===== config.mk =====
export PLATFORM = sky130hd
export DESIGN_NAME = scb_bus_io
export DESIGN_NICKNAME = d
export VERILOG_FILES = /design/src/include/scb_pkg.sv /design/src/scb_ptr_reg.sv /design/src/scb_bus_io.sv
export VERILOG_INCLUDE_DIRS = /design/src /design/src/include
export SDC_FILE = /design/constraint.sdc
export NUM_CORES = 1
export LEC_CHECK = 0
export BUFFER_PORTS_ARGS = -buffer_cell sky130_fd_sc_hd__buf_2
export CAP_MARGIN = 20
export CORE_MARGIN = 2
export CORE_UTILIZATION = 68
export CTS_BUF_LIST = sky130_fd_sc_hd__clkbuf_8
export DETAILED_ROUTE_END_ITERATION = 10
export PLACE_DENSITY = 0.89
export SKIP_CTS_REPAIR_TIMING = 1
export SYNTH_ARGS = -nofsm -noshare
export SYNTH_HDL_FRONTEND = slang
export SYNTH_HIERARCHICAL = 1
export SYNTH_SLANG_ARGS = --single-unit

===== constraint.sdc =====
create_clock -name mclk_i -period 7.5 [get_ports mclk_i]
set_input_delay 0.75 -clock mclk_i [delete_from_list [all_inputs] [get_ports mclk_i]]
set_output_delay 0.75 -clock mclk_i [all_outputs]
set_load 0.005 [all_outputs]

===== src/include/scb_map.svh =====
// Register offsets, bit positions, reset values and bus timing counts
`ifndef SCB_MAP_SVH
`define SCB_MAP_SVH

// --------------------------------------------------
// Register offsets
// --------------------------------------------------
`define SCB_OFF_ACC   8'h00
`define SCB_OFF_EXT   8'h04
`define SCB_OFF_STAT  8'h08
`define SCB_OFF_CMD   8'h0C
`define SCB_OFF_BUS   8'h10
`define SCB_OFF_INSN  8'h14

// --------------------------------------------------
// Field positions
// --------------------------------------------------
`define SCB_ST_IE     3
`define SCB_ST_SA     4
`define SCB_ST_SB     5
`define SCB_BS_BUSY   0
`define SCB_BS_IRQ    1
`define SCB_BS_SOUT   2
`define SCB_BS_DMA    3
`define SCB_DB_RD     4
`define SCB_DB_FETCH  5
`define SCB_DB_DELAY  6
`define SCB_DB_HALT   7

// --------------------------------------------------
// Reset values and timing counts
// --------------------------------------------------
`define SCB_RST_BYTE  8'h00
`define SCB_RST_PTR   16'h0000
`define SCB_RST_ADDR  12'h000
`define SCB_RST_NIB   4'h0
`define SCB_RST_CNT   2'h0
`define SCB_CNT_ONE   2'h1
`define SCB_PC_STEP   12'h001
`define SCB_ADS_LAST  2'h1
`define SCB_STB_LAST  2'h2

`endif


===== src/include/scb_pkg.sv =====
// Types shared by the bus and I/O unit
package scb_pkg;
    typedef enum logic [1:0] {ST_IDLE, ST_ADDR, ST_STRB, ST_DMA} scb_state_t;
    typedef enum logic [3:0] {
        OP_NOP, OP_LOAD, OP_STORE, OP_FETCH, OP_SHIFT, OP_XAE, OP_CSA, OP_CAS,
        OP_XPAL, OP_XPAH, OP_ADD, OP_AND, OP_OR, OP_XOR, OP_HALT, OP_DELAY
    } scb_op_t;
endpackage


===== src/scb_ptr_reg.sv =====
// One 16-bit pointer register with byte loads and in-page increment
`timescale 1ns/1ps
`default_nettype none
`include "scb_map.svh"
module scb_ptr_reg (
    // Clock and reset
    input  wire logic        mclk_i,
    input  wire logic        sys_rst_i,
    // Control
    input  wire logic        load_lo_i,
    input  wire logic        load_hi_i,
    input  wire logic        inc_i,
    input  wire logic [7:0]  byte_i,
    // Value
    output logic      [15:0] ptr_o
);
    // Increment wraps inside the 4K page
    always_ff @(posedge mclk_i)
    begin
        if (sys_rst_i)
            ptr_o <= `SCB_RST_PTR;
        else if (inc_i)
            ptr_o[11:0] <= ptr_o[11:0] + `SCB_PC_STEP;
        else if (load_lo_i)
            ptr_o[7:0] <= byte_i;
        else if (load_hi_i)
            ptr_o[15:8] <= byte_i;
    end
endmodule // scb_ptr_reg
`default_nettype wire


===== src/scb_bus_io.sv =====
// External bus, sense, flag and serial unit of the 8-bit processor
//
// The register offsets and the strobed register port were decided locally.
`timescale 1ns/1ps
`default_nettype none
`include "scb_map.svh"
module scb_bus_io
    import scb_pkg::*;
(
    // Clock and reset
    input  wire logic        mclk_i,
    input  wire logic        sys_rst_i,
    // Register port
    input  wire logic [7:0]  reg_addr_i,
    input  wire logic [7:0]  reg_wdata_i,
    input  wire logic        reg_wr_i,
    input  wire logic        reg_rd_i,
    output logic      [7:0]  reg_rdata_o,
    // External bus
    output logic      [11:0] addr_o,
    input  wire logic [7:0]  data_i,
    output logic      [7:0]  data_o,
    output logic             data_oe_o,
    output logic             read_strobe_n_o,
    output logic             write_strobe_n_o,
    output logic             address_strobe_n_o,
    // DMA
    input  wire logic        dma_req_i,
    output logic             dma_grant_o,
    // Sense, serial and flags
    input  wire logic        sense_a_i,
    input  wire logic        sense_b_i,
    input  wire logic        serial_in_pin_i,
    output logic             serial_out_o,
    output logic      [2:0]  flag_o,
    output logic             irq_taken_o
);
    scb_state_t  state_reg;
    logic [1:0]  cnt_reg;
    logic [7:0]  acc_reg;
    logic [7:0]  ext_reg;
    logic [7:0]  status_reg;
    logic [7:0]  insn_reg;
    logic        sout_reg;
    logic        irq_seen_reg;
    logic        irq_pulse_reg;
    logic        cyc_rd_reg;
    logic        cyc_wr_reg;
    logic        cyc_fetch_reg;
    logic        cyc_mark_reg;
    logic [3:0]  addr_hi_reg;
    logic [15:0] ptr_q [4];
    logic [15:0] sel_ptr;
    logic [15:0] bus_addr;
    logic [7:0]  status_rd;
    logic [7:0]  ads_byte;
    logic [7:0]  status_wr;
    scb_op_t     cmd_op;
    logic [1:0]  cmd_sel;
    logic        cmd_go;
    logic        irq_div;
    logic        bus_start;
    logic        rd_done;
    logic        wr_acc;
    logic        wr_ext;
    logic        wr_stat;
    logic        wr_bus;

    // --------------------------------------------------
    // Command decode
    // --------------------------------------------------
    assign cmd_op  = scb_op_t'(reg_wdata_i[3:0]);
    assign cmd_sel = reg_wdata_i[5:4];
    assign wr_acc  = reg_wr_i && (reg_addr_i == `SCB_OFF_ACC);
    assign wr_ext  = reg_wr_i && (reg_addr_i == `SCB_OFF_EXT);
    assign wr_stat = reg_wr_i && (reg_addr_i == `SCB_OFF_STAT);
    assign wr_bus  = reg_wr_i && (reg_addr_i == `SCB_OFF_BUS);
    // Commands are taken only while idle and no DMA request is pending
    assign cmd_go  = reg_wr_i && (reg_addr_i == `SCB_OFF_CMD)
                     && (state_reg == ST_IDLE) && !dma_req_i;
    // Enabled fetch samples sense A and is diverted when it is high
    assign irq_div = cmd_go && (cmd_op == OP_FETCH)
                     && status_reg[`SCB_ST_IE] && sense_a_i;
    assign bus_start = cmd_go && !irq_div
                       && (cmd_op inside {OP_LOAD, OP_STORE, OP_FETCH, OP_HALT, OP_DELAY});
    assign rd_done = (state_reg == ST_STRB) && (cnt_reg == `SCB_STB_LAST) && cyc_rd_reg;

    // Sense levels appear live in the status byte
    always_comb
    begin
        status_rd = status_reg;
        status_rd[`SCB_ST_SA] = sense_a_i;
        status_rd[`SCB_ST_SB] = sense_b_i;
    end

    // Sense bit positions are not stored
    always_comb
    begin
        status_wr = (wr_stat) ? reg_wdata_i : acc_reg;
        status_wr[`SCB_ST_SA] = 1'b0;
        status_wr[`SCB_ST_SB] = 1'b0;
    end

    // --------------------------------------------------
    // Pointer registers, pointer 0 is the program counter
    // --------------------------------------------------
    genvar gi;
    generate
        for (gi = 0; gi < 4; gi++)
        begin : g_ptr
            scb_ptr_reg u_ptr (
                .mclk_i    (mclk_i),
                .sys_rst_i (sys_rst_i),
                .load_lo_i (cmd_go && (cmd_op == OP_XPAL) && (cmd_sel == gi)),
                .load_hi_i (cmd_go && (cmd_op == OP_XPAH) && (cmd_sel == gi)),
                .inc_i     ((gi == 0) && bus_start && (cmd_op == OP_FETCH)),
                .byte_i    (acc_reg),
                .ptr_o     (ptr_q[gi])
            );
        end
    endgenerate

    assign sel_ptr = ptr_q[cmd_sel];

    // Fetch uses the program counter after its increment
    always_comb
    begin
        bus_addr = sel_ptr;
        if (cmd_op == OP_FETCH)
            bus_addr = {ptr_q[0][15:12], ptr_q[0][11:0] + `SCB_PC_STEP};
    end

    // High address nibble and cycle status for the address strobe
    always_comb
    begin
        ads_byte = {4'h0, bus_addr[15:12]};
        ads_byte[`SCB_DB_RD]    = (cmd_op == OP_LOAD) || (cmd_op == OP_FETCH);
        ads_byte[`SCB_DB_FETCH] = (cmd_op == OP_FETCH);
        ads_byte[`SCB_DB_DELAY] = (cmd_op == OP_DELAY);
        ads_byte[`SCB_DB_HALT]  = (cmd_op == OP_HALT);
    end

    // --------------------------------------------------
    // Bus cycle sequencer
    // --------------------------------------------------
    always_ff @(posedge mclk_i)
    begin
        if (sys_rst_i)
        begin
            state_reg          <= ST_IDLE;
            cnt_reg            <= `SCB_RST_CNT;
            addr_o             <= `SCB_RST_ADDR;
            addr_hi_reg        <= `SCB_RST_NIB;
            data_o             <= `SCB_RST_BYTE;
            data_oe_o          <= 1'b0;
            read_strobe_n_o    <= 1'b1;
            write_strobe_n_o   <= 1'b1;
            address_strobe_n_o <= 1'b1;
            dma_grant_o        <= 1'b0;
            cyc_rd_reg         <= 1'b0;
            cyc_wr_reg         <= 1'b0;
            cyc_fetch_reg      <= 1'b0;
            cyc_mark_reg       <= 1'b0;
        end
        else
        begin
            case (state_reg)
                ST_IDLE:
                begin
                    if (dma_req_i)
                    begin
                        // Release the data port for memory-to-peripheral transfer
                        state_reg   <= ST_DMA;
                        dma_grant_o <= 1'b1;
                    end
                    else if (bus_start)
                    begin
                        state_reg          <= ST_ADDR;
                        cnt_reg            <= `SCB_RST_CNT;
                        addr_o             <= bus_addr[11:0];
                        addr_hi_reg        <= bus_addr[15:12];
                        data_o             <= ads_byte;
                        data_oe_o          <= 1'b1;
                        address_strobe_n_o <= 1'b0;
                        cyc_rd_reg         <= (cmd_op == OP_LOAD) || (cmd_op == OP_FETCH);
                        cyc_wr_reg         <= (cmd_op == OP_STORE);
                        cyc_fetch_reg      <= (cmd_op == OP_FETCH);
                        cyc_mark_reg       <= (cmd_op == OP_HALT) || (cmd_op == OP_DELAY);
                    end
                end
                ST_ADDR:
                begin
                    cnt_reg <= cnt_reg + `SCB_CNT_ONE;
                    if (cnt_reg == `SCB_ADS_LAST)
                    begin
                        address_strobe_n_o <= 1'b1;
                        cnt_reg            <= `SCB_RST_CNT;
                        if (cyc_mark_reg)
                        begin
                            state_reg <= ST_IDLE;
                            data_oe_o <= 1'b0;
                        end
                        else if (cyc_wr_reg)
                        begin
                            state_reg        <= ST_STRB;
                            write_strobe_n_o <= 1'b0;
                            data_o           <= acc_reg;
                        end
                        else
                        begin
                            state_reg       <= ST_STRB;
                            read_strobe_n_o <= 1'b0;
                            data_oe_o       <= 1'b0;
                        end
                    end
                end
                ST_STRB:
                begin
                    cnt_reg <= cnt_reg + `SCB_CNT_ONE;
                    if (cnt_reg == `SCB_STB_LAST)
                    begin
                        state_reg        <= ST_IDLE;
                        cnt_reg          <= `SCB_RST_CNT;
                        read_strobe_n_o  <= 1'b1;
                        write_strobe_n_o <= 1'b1;
                        data_oe_o        <= 1'b0;
                    end
                end
                ST_DMA:
                begin
                    if (!dma_req_i)
                    begin
                        state_reg   <= ST_IDLE;
                        dma_grant_o <= 1'b0;
                    end
                end
                default:
                begin
                    state_reg <= ST_IDLE;
                end
            endcase
        end
    end

    // --------------------------------------------------
    // Accumulator, the hub of all transfers except fetches, which land in insn_reg
    // --------------------------------------------------
    always_ff @(posedge mclk_i)
    begin
        if (sys_rst_i)
            acc_reg <= `SCB_RST_BYTE;
        else if (rd_done && !cyc_fetch_reg)
            acc_reg <= data_i;
        else if (cmd_go)
        begin
            case (cmd_op)
                OP_XAE:  acc_reg <= ext_reg;
                OP_CSA:  acc_reg <= status_rd;
                OP_XPAL: acc_reg <= sel_ptr[7:0];
                OP_XPAH: acc_reg <= sel_ptr[15:8];
                OP_ADD:  acc_reg <= acc_reg + ext_reg;
                OP_AND:  acc_reg <= acc_reg & ext_reg;
                OP_OR:   acc_reg <= acc_reg | ext_reg;
                OP_XOR:  acc_reg <= acc_reg ^ ext_reg;
                default: acc_reg <= acc_reg;
            endcase
        end
        else if (wr_acc)
            acc_reg <= reg_wdata_i;
    end

    // Fetched byte lands in the instruction register
    always_ff @(posedge mclk_i)
    begin
        if (sys_rst_i)
            insn_reg <= `SCB_RST_BYTE;
        else if (rd_done && cyc_fetch_reg)
            insn_reg <= data_i;
    end

    // --------------------------------------------------
    // Extension register and serial output latch
    // --------------------------------------------------
    always_ff @(posedge mclk_i)
    begin
        if (sys_rst_i)
        begin
            ext_reg  <= `SCB_RST_BYTE;
            sout_reg <= 1'b0;
        end
        else if (cmd_go && (cmd_op == OP_SHIFT))
        begin
            ext_reg  <= {serial_in_pin_i, ext_reg[7:1]};
            sout_reg <= ext_reg[0];
        end
        else if (cmd_go && (cmd_op == OP_XAE))
            ext_reg <= acc_reg;
        else if (wr_ext)
            ext_reg <= reg_wdata_i;
    end

    // --------------------------------------------------
    // Status register, flags and interrupt
    // --------------------------------------------------
    always_ff @(posedge mclk_i)
    begin
        if (sys_rst_i)
            status_reg <= `SCB_RST_BYTE;
        else if (irq_div)
            status_reg[`SCB_ST_IE] <= 1'b0;
        else if (wr_stat || (cmd_go && (cmd_op == OP_CAS)))
            status_reg <= status_wr;
    end

    // Sticky interrupt mark, a new diversion beats a clear
    always_ff @(posedge mclk_i)
    begin
        if (sys_rst_i)
        begin
            irq_seen_reg  <= 1'b0;
            irq_pulse_reg <= 1'b0;
        end
        else
        begin
            irq_pulse_reg <= irq_div;
            if (irq_div)
                irq_seen_reg <= 1'b1;
            else if (wr_bus && reg_wdata_i[`SCB_BS_IRQ])
                irq_seen_reg <= 1'b0;
        end
    end

    assign flag_o       = status_reg[2:0];
    assign serial_out_o = sout_reg;
    assign irq_taken_o  = irq_pulse_reg;

    // --------------------------------------------------
    // Register read port
    // --------------------------------------------------
    always_ff @(posedge mclk_i)
    begin
        if (sys_rst_i || !reg_rd_i)
            reg_rdata_o <= `SCB_RST_BYTE;
        else
        begin
            case (reg_addr_i)
                `SCB_OFF_ACC:  reg_rdata_o <= acc_reg;
                `SCB_OFF_EXT:  reg_rdata_o <= ext_reg;
                `SCB_OFF_STAT: reg_rdata_o <= status_rd;
                `SCB_OFF_BUS:  reg_rdata_o <= {4'h0, dma_grant_o, sout_reg,
                                               irq_seen_reg, state_reg != ST_IDLE};
                `SCB_OFF_INSN: reg_rdata_o <= insn_reg;
                default:       reg_rdata_o <= `SCB_RST_BYTE;
            endcase
        end
    end
endmodule // scb_bus_io
`default_nettype wire


==> results of run 1 <==
## cells in the mapped netlist, drive strengths merged (10+ instances only)
| cell | number | share of area |
|---|---|---|
| mux2i | 39 | 0.045 |
| a31oi | 21 | 0.015 |
| nor3 | 39 | 0.023 |
| mux4 | 16 | 0.041 |
| nor2 | 133 | 0.057 |
| nand2 | 126 | 0.054 |
| nand3 | 37 | 0.027 |
| nor2b | 12 | 0.0086 |
| buf | 28 | 0.018 |
| o211ai | 23 | 0.020 |
| a21oi | 91 | 0.052 |
| o21ai | 41 | 0.023 |
| a22oi | 13 | 0.011 |
| dfxtp | 138 | 0.32 |
| clkbuf | 39 | 0.017 |
| nand4 | 20 | 0.014 |
| nand2b | 11 | 0.0079 |
| ha | 25 | 0.036 |
| and3 | 14 | 0.010 |
| a211oi | 28 | 0.025 |
| or2 | 10 | 0.0074 |
| inv | 33 | 0.014 |
## metrics by stage
step	total power (W)	cells	instance area, µm²
finish	0.001791	1317	9512
detailed placement	0.001126	1284	9072
global placement	0.001118	1284	9072
floorplan	0.001047	1105	8780
CTS	0.001785	1316	9507
global route	0.001856	1317	9512
## area by class of cell
type / count / area, µm²
repair buffers: 75 / 390.4
well taps: 172 / 215.2
fillers: 932 / 3108
multi-input cells: 867 / 5585
clock buffers: 17 / 234.0
inverters: 33 / 123.9
clock inverters: 15 / 200.2
flip-flops and latches: 138 / 2763
## per-layer routing
layer / track usage / vias up / share of wire
met3: 0.07558 / 175 / 0.12
met1: 0.4904 / 4168 / 0.37
met2: 0.6151 / 711 / 0.45
met4: 0.2395 / 0 / 0.065
li1: - / 4148 / -
met5: 0 / - / 0
## final timing paths
path	end	cells past startpoint	slack [ns]
setup / recovery	g_ptr[0].u_ptr/ptr_o[11]	10	3.99
hold / removal	g_ptr[3].u_ptr/ptr_o[12]	2	0.46
setup reg to reg	g_ptr[0].u_ptr/ptr_o[6]	11	4.02
hold reg to reg	g_ptr[3].u_ptr/ptr_o[12]	2	0.46
## where the power goes
group | switching, W | internal, W | leakage [nW]
logic | 0.000204 | 0.000126 | 2.11
registers | 0.0000259 | 0.000763 | 1.11
clock network | 0.000311 | 0.000361 | 0.202
total | 0.000541 | 0.00125 | 3.42
## worst reg2reg max path: stages (launching register included)
cell and delay (ns):
dfxtp_1 0.34, inv_1 0.11, ha_1 0.53, nand4b_1 0.23, nor4_2 0.34, buf_4 0.25
nand2_1 0.22, nor3_1 0.46, nor2b_1 0.41, nor2_1 0.06, mux2_1 0.29, nor3_1 0.16
## cells by family after synthesis
family | after synthesis | share of synthesized area
AO/OA/AOI/OAI | 309 | 0.2351
multiplexers | 62 | 0.09469
XOR/XNOR | 13 | 0.01300
adder cells (fa/ha/maj) | 26 | 0.03799
AND/OR/NAND/NOR | 451 | 0.2542
other | 1 | 0.0004280
buffers and inverters | 100 | 0.04927
flip-flops | 138 | 0.3153
==> summary.md, run 1 <==
| Metric | Value |
|---|---|
| Status | `finished clean` |
| Hold Worst Slack | `between 0.4 and 0.5 ns` |
| Slew margin rel. | `0.3638` |
| Leakage | `3.423 nW` |
| Via density | `6.987` |
| Most common cell after layout, fill and taps aside | `dfxtp_1` |
| Count of pins over their slew limit | `0` |
| Slowest Stage Delay on Critical Path | `approximately 0.55 ns` |
| Worst path required time | `7.90 ns` |
| Die width | `roughly 120 µm` |
| Ant diodes | `0` |
| CTS Root Cell | `clkbuf_8` |
| Min setup slack post-route | `3.989 ns` |
| First-pass GRT wire length | `around 43 mm` |
| Initial Util | `0.6942` |
| Maxcap violations | `0` |
| Sum of negative setup slack | `0 ns` |
| Detailed placer's ending HPWL | `18.65 mm` |
| Critical-path top delay cell | `or4_1` |
| Crit start category | `input pin` |
| Biggest regs | `g_ptr.u_ptr/ptr_o x64, addr_o x12` |
| Total Routing Usage GR | `0.3885` |
| Post-synth EDFFs | `0` |
| Clk buf depth | `2` |
| Min cycle time layout | `around 3.5 ns` |
| Die extent in y | `117.5 µm` |
| Worst-margin pin slew | `0.9543 ns` |
| Via count | `9202` |
| Vias in the first global route | `8297` |
| Core Util, Final | `0.7537` |
| Most flops, register | `g_ptr.u_ptr/ptr_o` |
| Placer Congestion | `between 0.9 and 1` |
| DRC viols | `0` |
| CTS tree | `built` |
| Core Area | `0.01262 mm²` |
| WL final | `between 20 and 30 mm` |
| Post-synthesis register bit count | `around 140` |
| Fin. Hold Viols | `0` |
| Maximum vdd drop | `0.0001317 V` |
| WL/cell | `20.81 µm` |
| Synth cell types | `80` |
| Worst path cell trace | `buf_2 -> or3_1 -> nor3_2 -> nand2_1 -> nor3_1 -> buf_2 -> and4_4 -> nand3_4 -> or4_1 -> a31oi_1` |
| P&R area growth vs syn | `8.569%` |
| Pre-CTS setup slack | `3.203 ns` |
| Most frequent cells in the layout | `dfxtp_1, nor2_1, nand2_1, a21oi_1, buf_2` |
| Critical path class | `input pin to flip-flop` |
| Synthesized area per cell | `7.964 µm²` |
| Sequential share of the synthesized area | `0.3153` |
| Tcrit/Tclk final | `0.4681` |
| Largest net degree at the start of global routing | `90` |
| Layout cells sized above 1 | `0.1362` |
| Hold_sp | `g_ptr[3].u_ptr/ptr_o[12]` |
| Top cell by count, worst path | `buf_2` |
| RSZ-0062 raised after global routing | `false` |
| CP delay by family, top | `simple AND/OR/NAND/NOR gates` |
| CP startpoint | `reg_addr_i[1]` |
| Routed Antenna Nets | `0` |
| CTS HTree Levels | `4` |
| Initial antenna violation count | `0` |
| CP endpoint kind | `flip-flop` |
| Worst Path Buf+Inv | `2` |
| Initial DRC count | `about 1500` |
| Worst Path Arrival | `3.91 ns` |
| Drt pass-1 iters | `7` |
| Syn Inst Count | `1100` |
| Pwr per Cell Area | `roughly 190 mW/mm²` |
| FP Rows | `41` |
| Fmax | `284.8 MHz` |
| Total congestion overflow | `0` |
| Final nets | `1190` |
| Total CTS buffers | `17` |
| CTS clk-pin slew, worst paths | `0.09 ns` |
| Crit Path Max Fanout | `10` |
| Synthesized area | `about 0.009 mm²` |
| Worst-Skew Late Latency | `roughly 0.48 ns` |
| Synth Warn # | `6` |
| Worst r2r src | `state_reg[1]` |
| Ports | `70` |
| Clk_skew | `0.01378 ns` |
| Max reg flops | `64` |
| Synth Flop Type | `dfxtp_1` |
| Hold Path Class | `flip-flop to flip-flop` |
| Finish-stage setup viols | `0` |
| Die area | `0.01381 mm²` |
| Async SR Flop Fraction | `0` |
| Clock sink total | `138` |
| Port Buf Inserts | `69` |
Power figures use the tool's default switching activity.
==> run 2: changes to the inputs <==
Settings changed: CORE_UTILIZATION 68 to 57, PLACE_DENSITY 0.89 to 0.79.
Clock period 7.5 ns to 3.1 ns, I/O delays scaled along.
==> summary.md, run 2 (synthesis gave the netlist of run 1 again) <==
| Metric | Value |
|---|---|
| Most frequent cells in the layout | `dfxtp_1, nor2_1, nand2_1, a21oi_1, buf_2` |
| Switching share of power | `0.2982` |
| Via density | `6.620` |
| Core Area | `0.01509 mm²` |
| Placed inst area | `0.009325 mm²` |
| Layout cells sized above 1 | `0.1583` |
| Clock share of power | `0.373` |
| CTS Root Cell | `clkbuf_8` |
| Drt pass-1 iters | `6` |
| CP endpoint kind | `flip-flop` |
| Worst-margin pin slew | `0.7614 ns` |
| Ant diodes | `0` |
| Status | `finished clean` |
| Clk_skew | `~0.017 ns` |
| Total CTS buffers | `17` |
| Sw power | `0.001315 W` |
| Initial DRC count | `1079` |
| Ports | `70` |
| Most common cell after layout, fill and taps aside | `dfxtp_1` |
| Pwr per Cell Area | `about 450 mW/mm²` |
| Min cycle time layout | `2.795 ns` |
| Critical path class | `flip-flop to flip-flop` |
| Max reg flops | `64` |
| First-pass GRT wire length | `43.16 mm` |
| Initial Util | `0.5806` |
| Routed Antenna Nets | `0` |
| Power consumption | `0.004409 W` |
| Leakage | `about 3.6 nW` |
| Initial antenna violation count | `0` |
| Post-route insts no fill | `1363` |
| DRC viols | `0` |
| Maximum vdd drop | `about 0.00025 V` |
| Finish-stage setup viols | `0` |
| CTS tree | `built` |
| Detailed placer's ending HPWL | `~19 mm` |
| Post-route cell area | `0.009768 mm²` |
| Most flops, register | `g_ptr.u_ptr/ptr_o` |
| Total Routing Usage GR | `0.3347` |
| Worst Path Arrival | `3.11 ns` |
| Clock sink total | `between 100 and 150` |
| FP Rows | `between 40 and 50` |
| Filler cells | `roughly 1300` |
| Clk buf depth | `2` |
| WL/cell | `19.91 µm` |
| Placer Congestion | `slightly above 1` |
| Via count | `9023` |
| Largest net degree at the start of global routing | `62` |
| Slew margin rel. | `0.4871` |
| Sum of negative setup slack | `0 ns` |
| Port Buf Inserts | `69` |
| Pre-CTS setup slack | `0.2764 ns` |
| P&R area growth vs syn | `11.50%` |
| Worst-Skew Late Latency | `0.46 ns` |
| Tcrit/Tclk final | `0.9015` |
| Combinational power share | `0.196` |
| Vias in the first global route | `slightly above 8000` |
| CTS clk-pin slew, worst paths | `0.08 ns` |
| RSZ-0062 raised after global routing | `false` |
| Die area | `around 0.016 mm²` |
| Die width | `128.0 µm` |
| Flop-to-flop setup slack | `0.31 ns` |
| Crit start category | `flip-flop` |
| Total congestion overflow | `0` |
| Maxcap violations | `0` |
| Biggest regs | `g_ptr.u_ptr/ptr_o x64, addr_o x12` |
| WL final | `approximately 27 mm` |
| Fmax | `357.8 MHz` |
| Worst path required time | `around 3.4 ns` |
| Min setup slack post-route | `between 0.3 and 0.4 ns` |
| Cell-internal power | `0.003094 W` |
| Count of pins over their slew limit | `0` |
| Reg power frac | `0.432` |
| Final nets | `1220` |
| CTS HTree Levels | `4` |
| Crit Path Max Fanout | `8` |
| Hold Path Class | `input pin to flip-flop` |
| Fin. Hold Viols | `0` |
| Die extent in y | `128.0 µm` |
| Cell count after placement | `1331` |
run 2: cell count changes in the layout (fill, tap and decap cells not counted):
cell and change:
clkinvlp_4 -3, inv_6 +1, clkbuf_8 +1, buf_4 +31
clkinv_4 +1, buf_2 -1
run 2: power by group through the flow:
stage               registers [W]  logic (W)  clock network, W
finish                    0.00190   0.000862           0.00164
global placement          0.00194   0.000838                 0
CTS                       0.00190   0.000852           0.00166
global route              0.00191   0.000949           0.00173
detailed placement        0.00194   0.000848                 0
floorplan                 0.00194   0.000596                 0
run 2: area by class of cell:
cell class,count,area (µm²),area share
inverter,33,123.9,0.01268
tap,188,235.2,0.02408
multi-input combinational,867,5585,0.5718
sequential,138,2763,0.2828
clock inverter,14,195.2,0.01998
timing repair buffer,105,618.1,0.06328
clock buffer,18,247.7,0.02536
run 2: worst max-delay path, stage by stage, from the launching register on:
cell and delay (ns):
dfxtp_1 0.35, inv_1 0.09, ha_1 0.19, nand4b_1 0.15
nor4_2 0.43, nand2_1 0.28, nor3_1 0.39, nor2_1 0.18
and2_1 0.30, a2bb2oi_1 0.19, a21oi_1 0.08
run 2: final timing paths:
kind / from / endpoint / cells after the start
hold / removal: data_i[1] / insn_reg[1] / 3
setup reg to reg: state_reg[0] / g_ptr[0].u_ptr/ptr_o[8] / 10
hold reg to reg: cyc_rd_reg / cyc_rd_reg / 2
setup / recovery: state_reg[0] / g_ptr[0].u_ptr/ptr_o[8] / 10
run 2: routing by layer:
layer  wire length (µm)  track usage  vias to the layer above
met5                  0            0                        -
met3               2526      0.06302                      129
met1              10810       0.4300                     4138
li1                   -            -                     4199
met2              12210       0.5304                      557
met4               1598       0.1888                        0
run 2: metrics by stage:
stage	utilization	hold slack [ns]
6_report	0.6473	0.1174
5_1_grt	0.6473	0.1211
3_5_place_dp	0.6180	0.4472
4_1_cts	0.6473	0.1034
3_3_place_gp	0.6180	0.4386
2_1_floorplan	-	0.4319
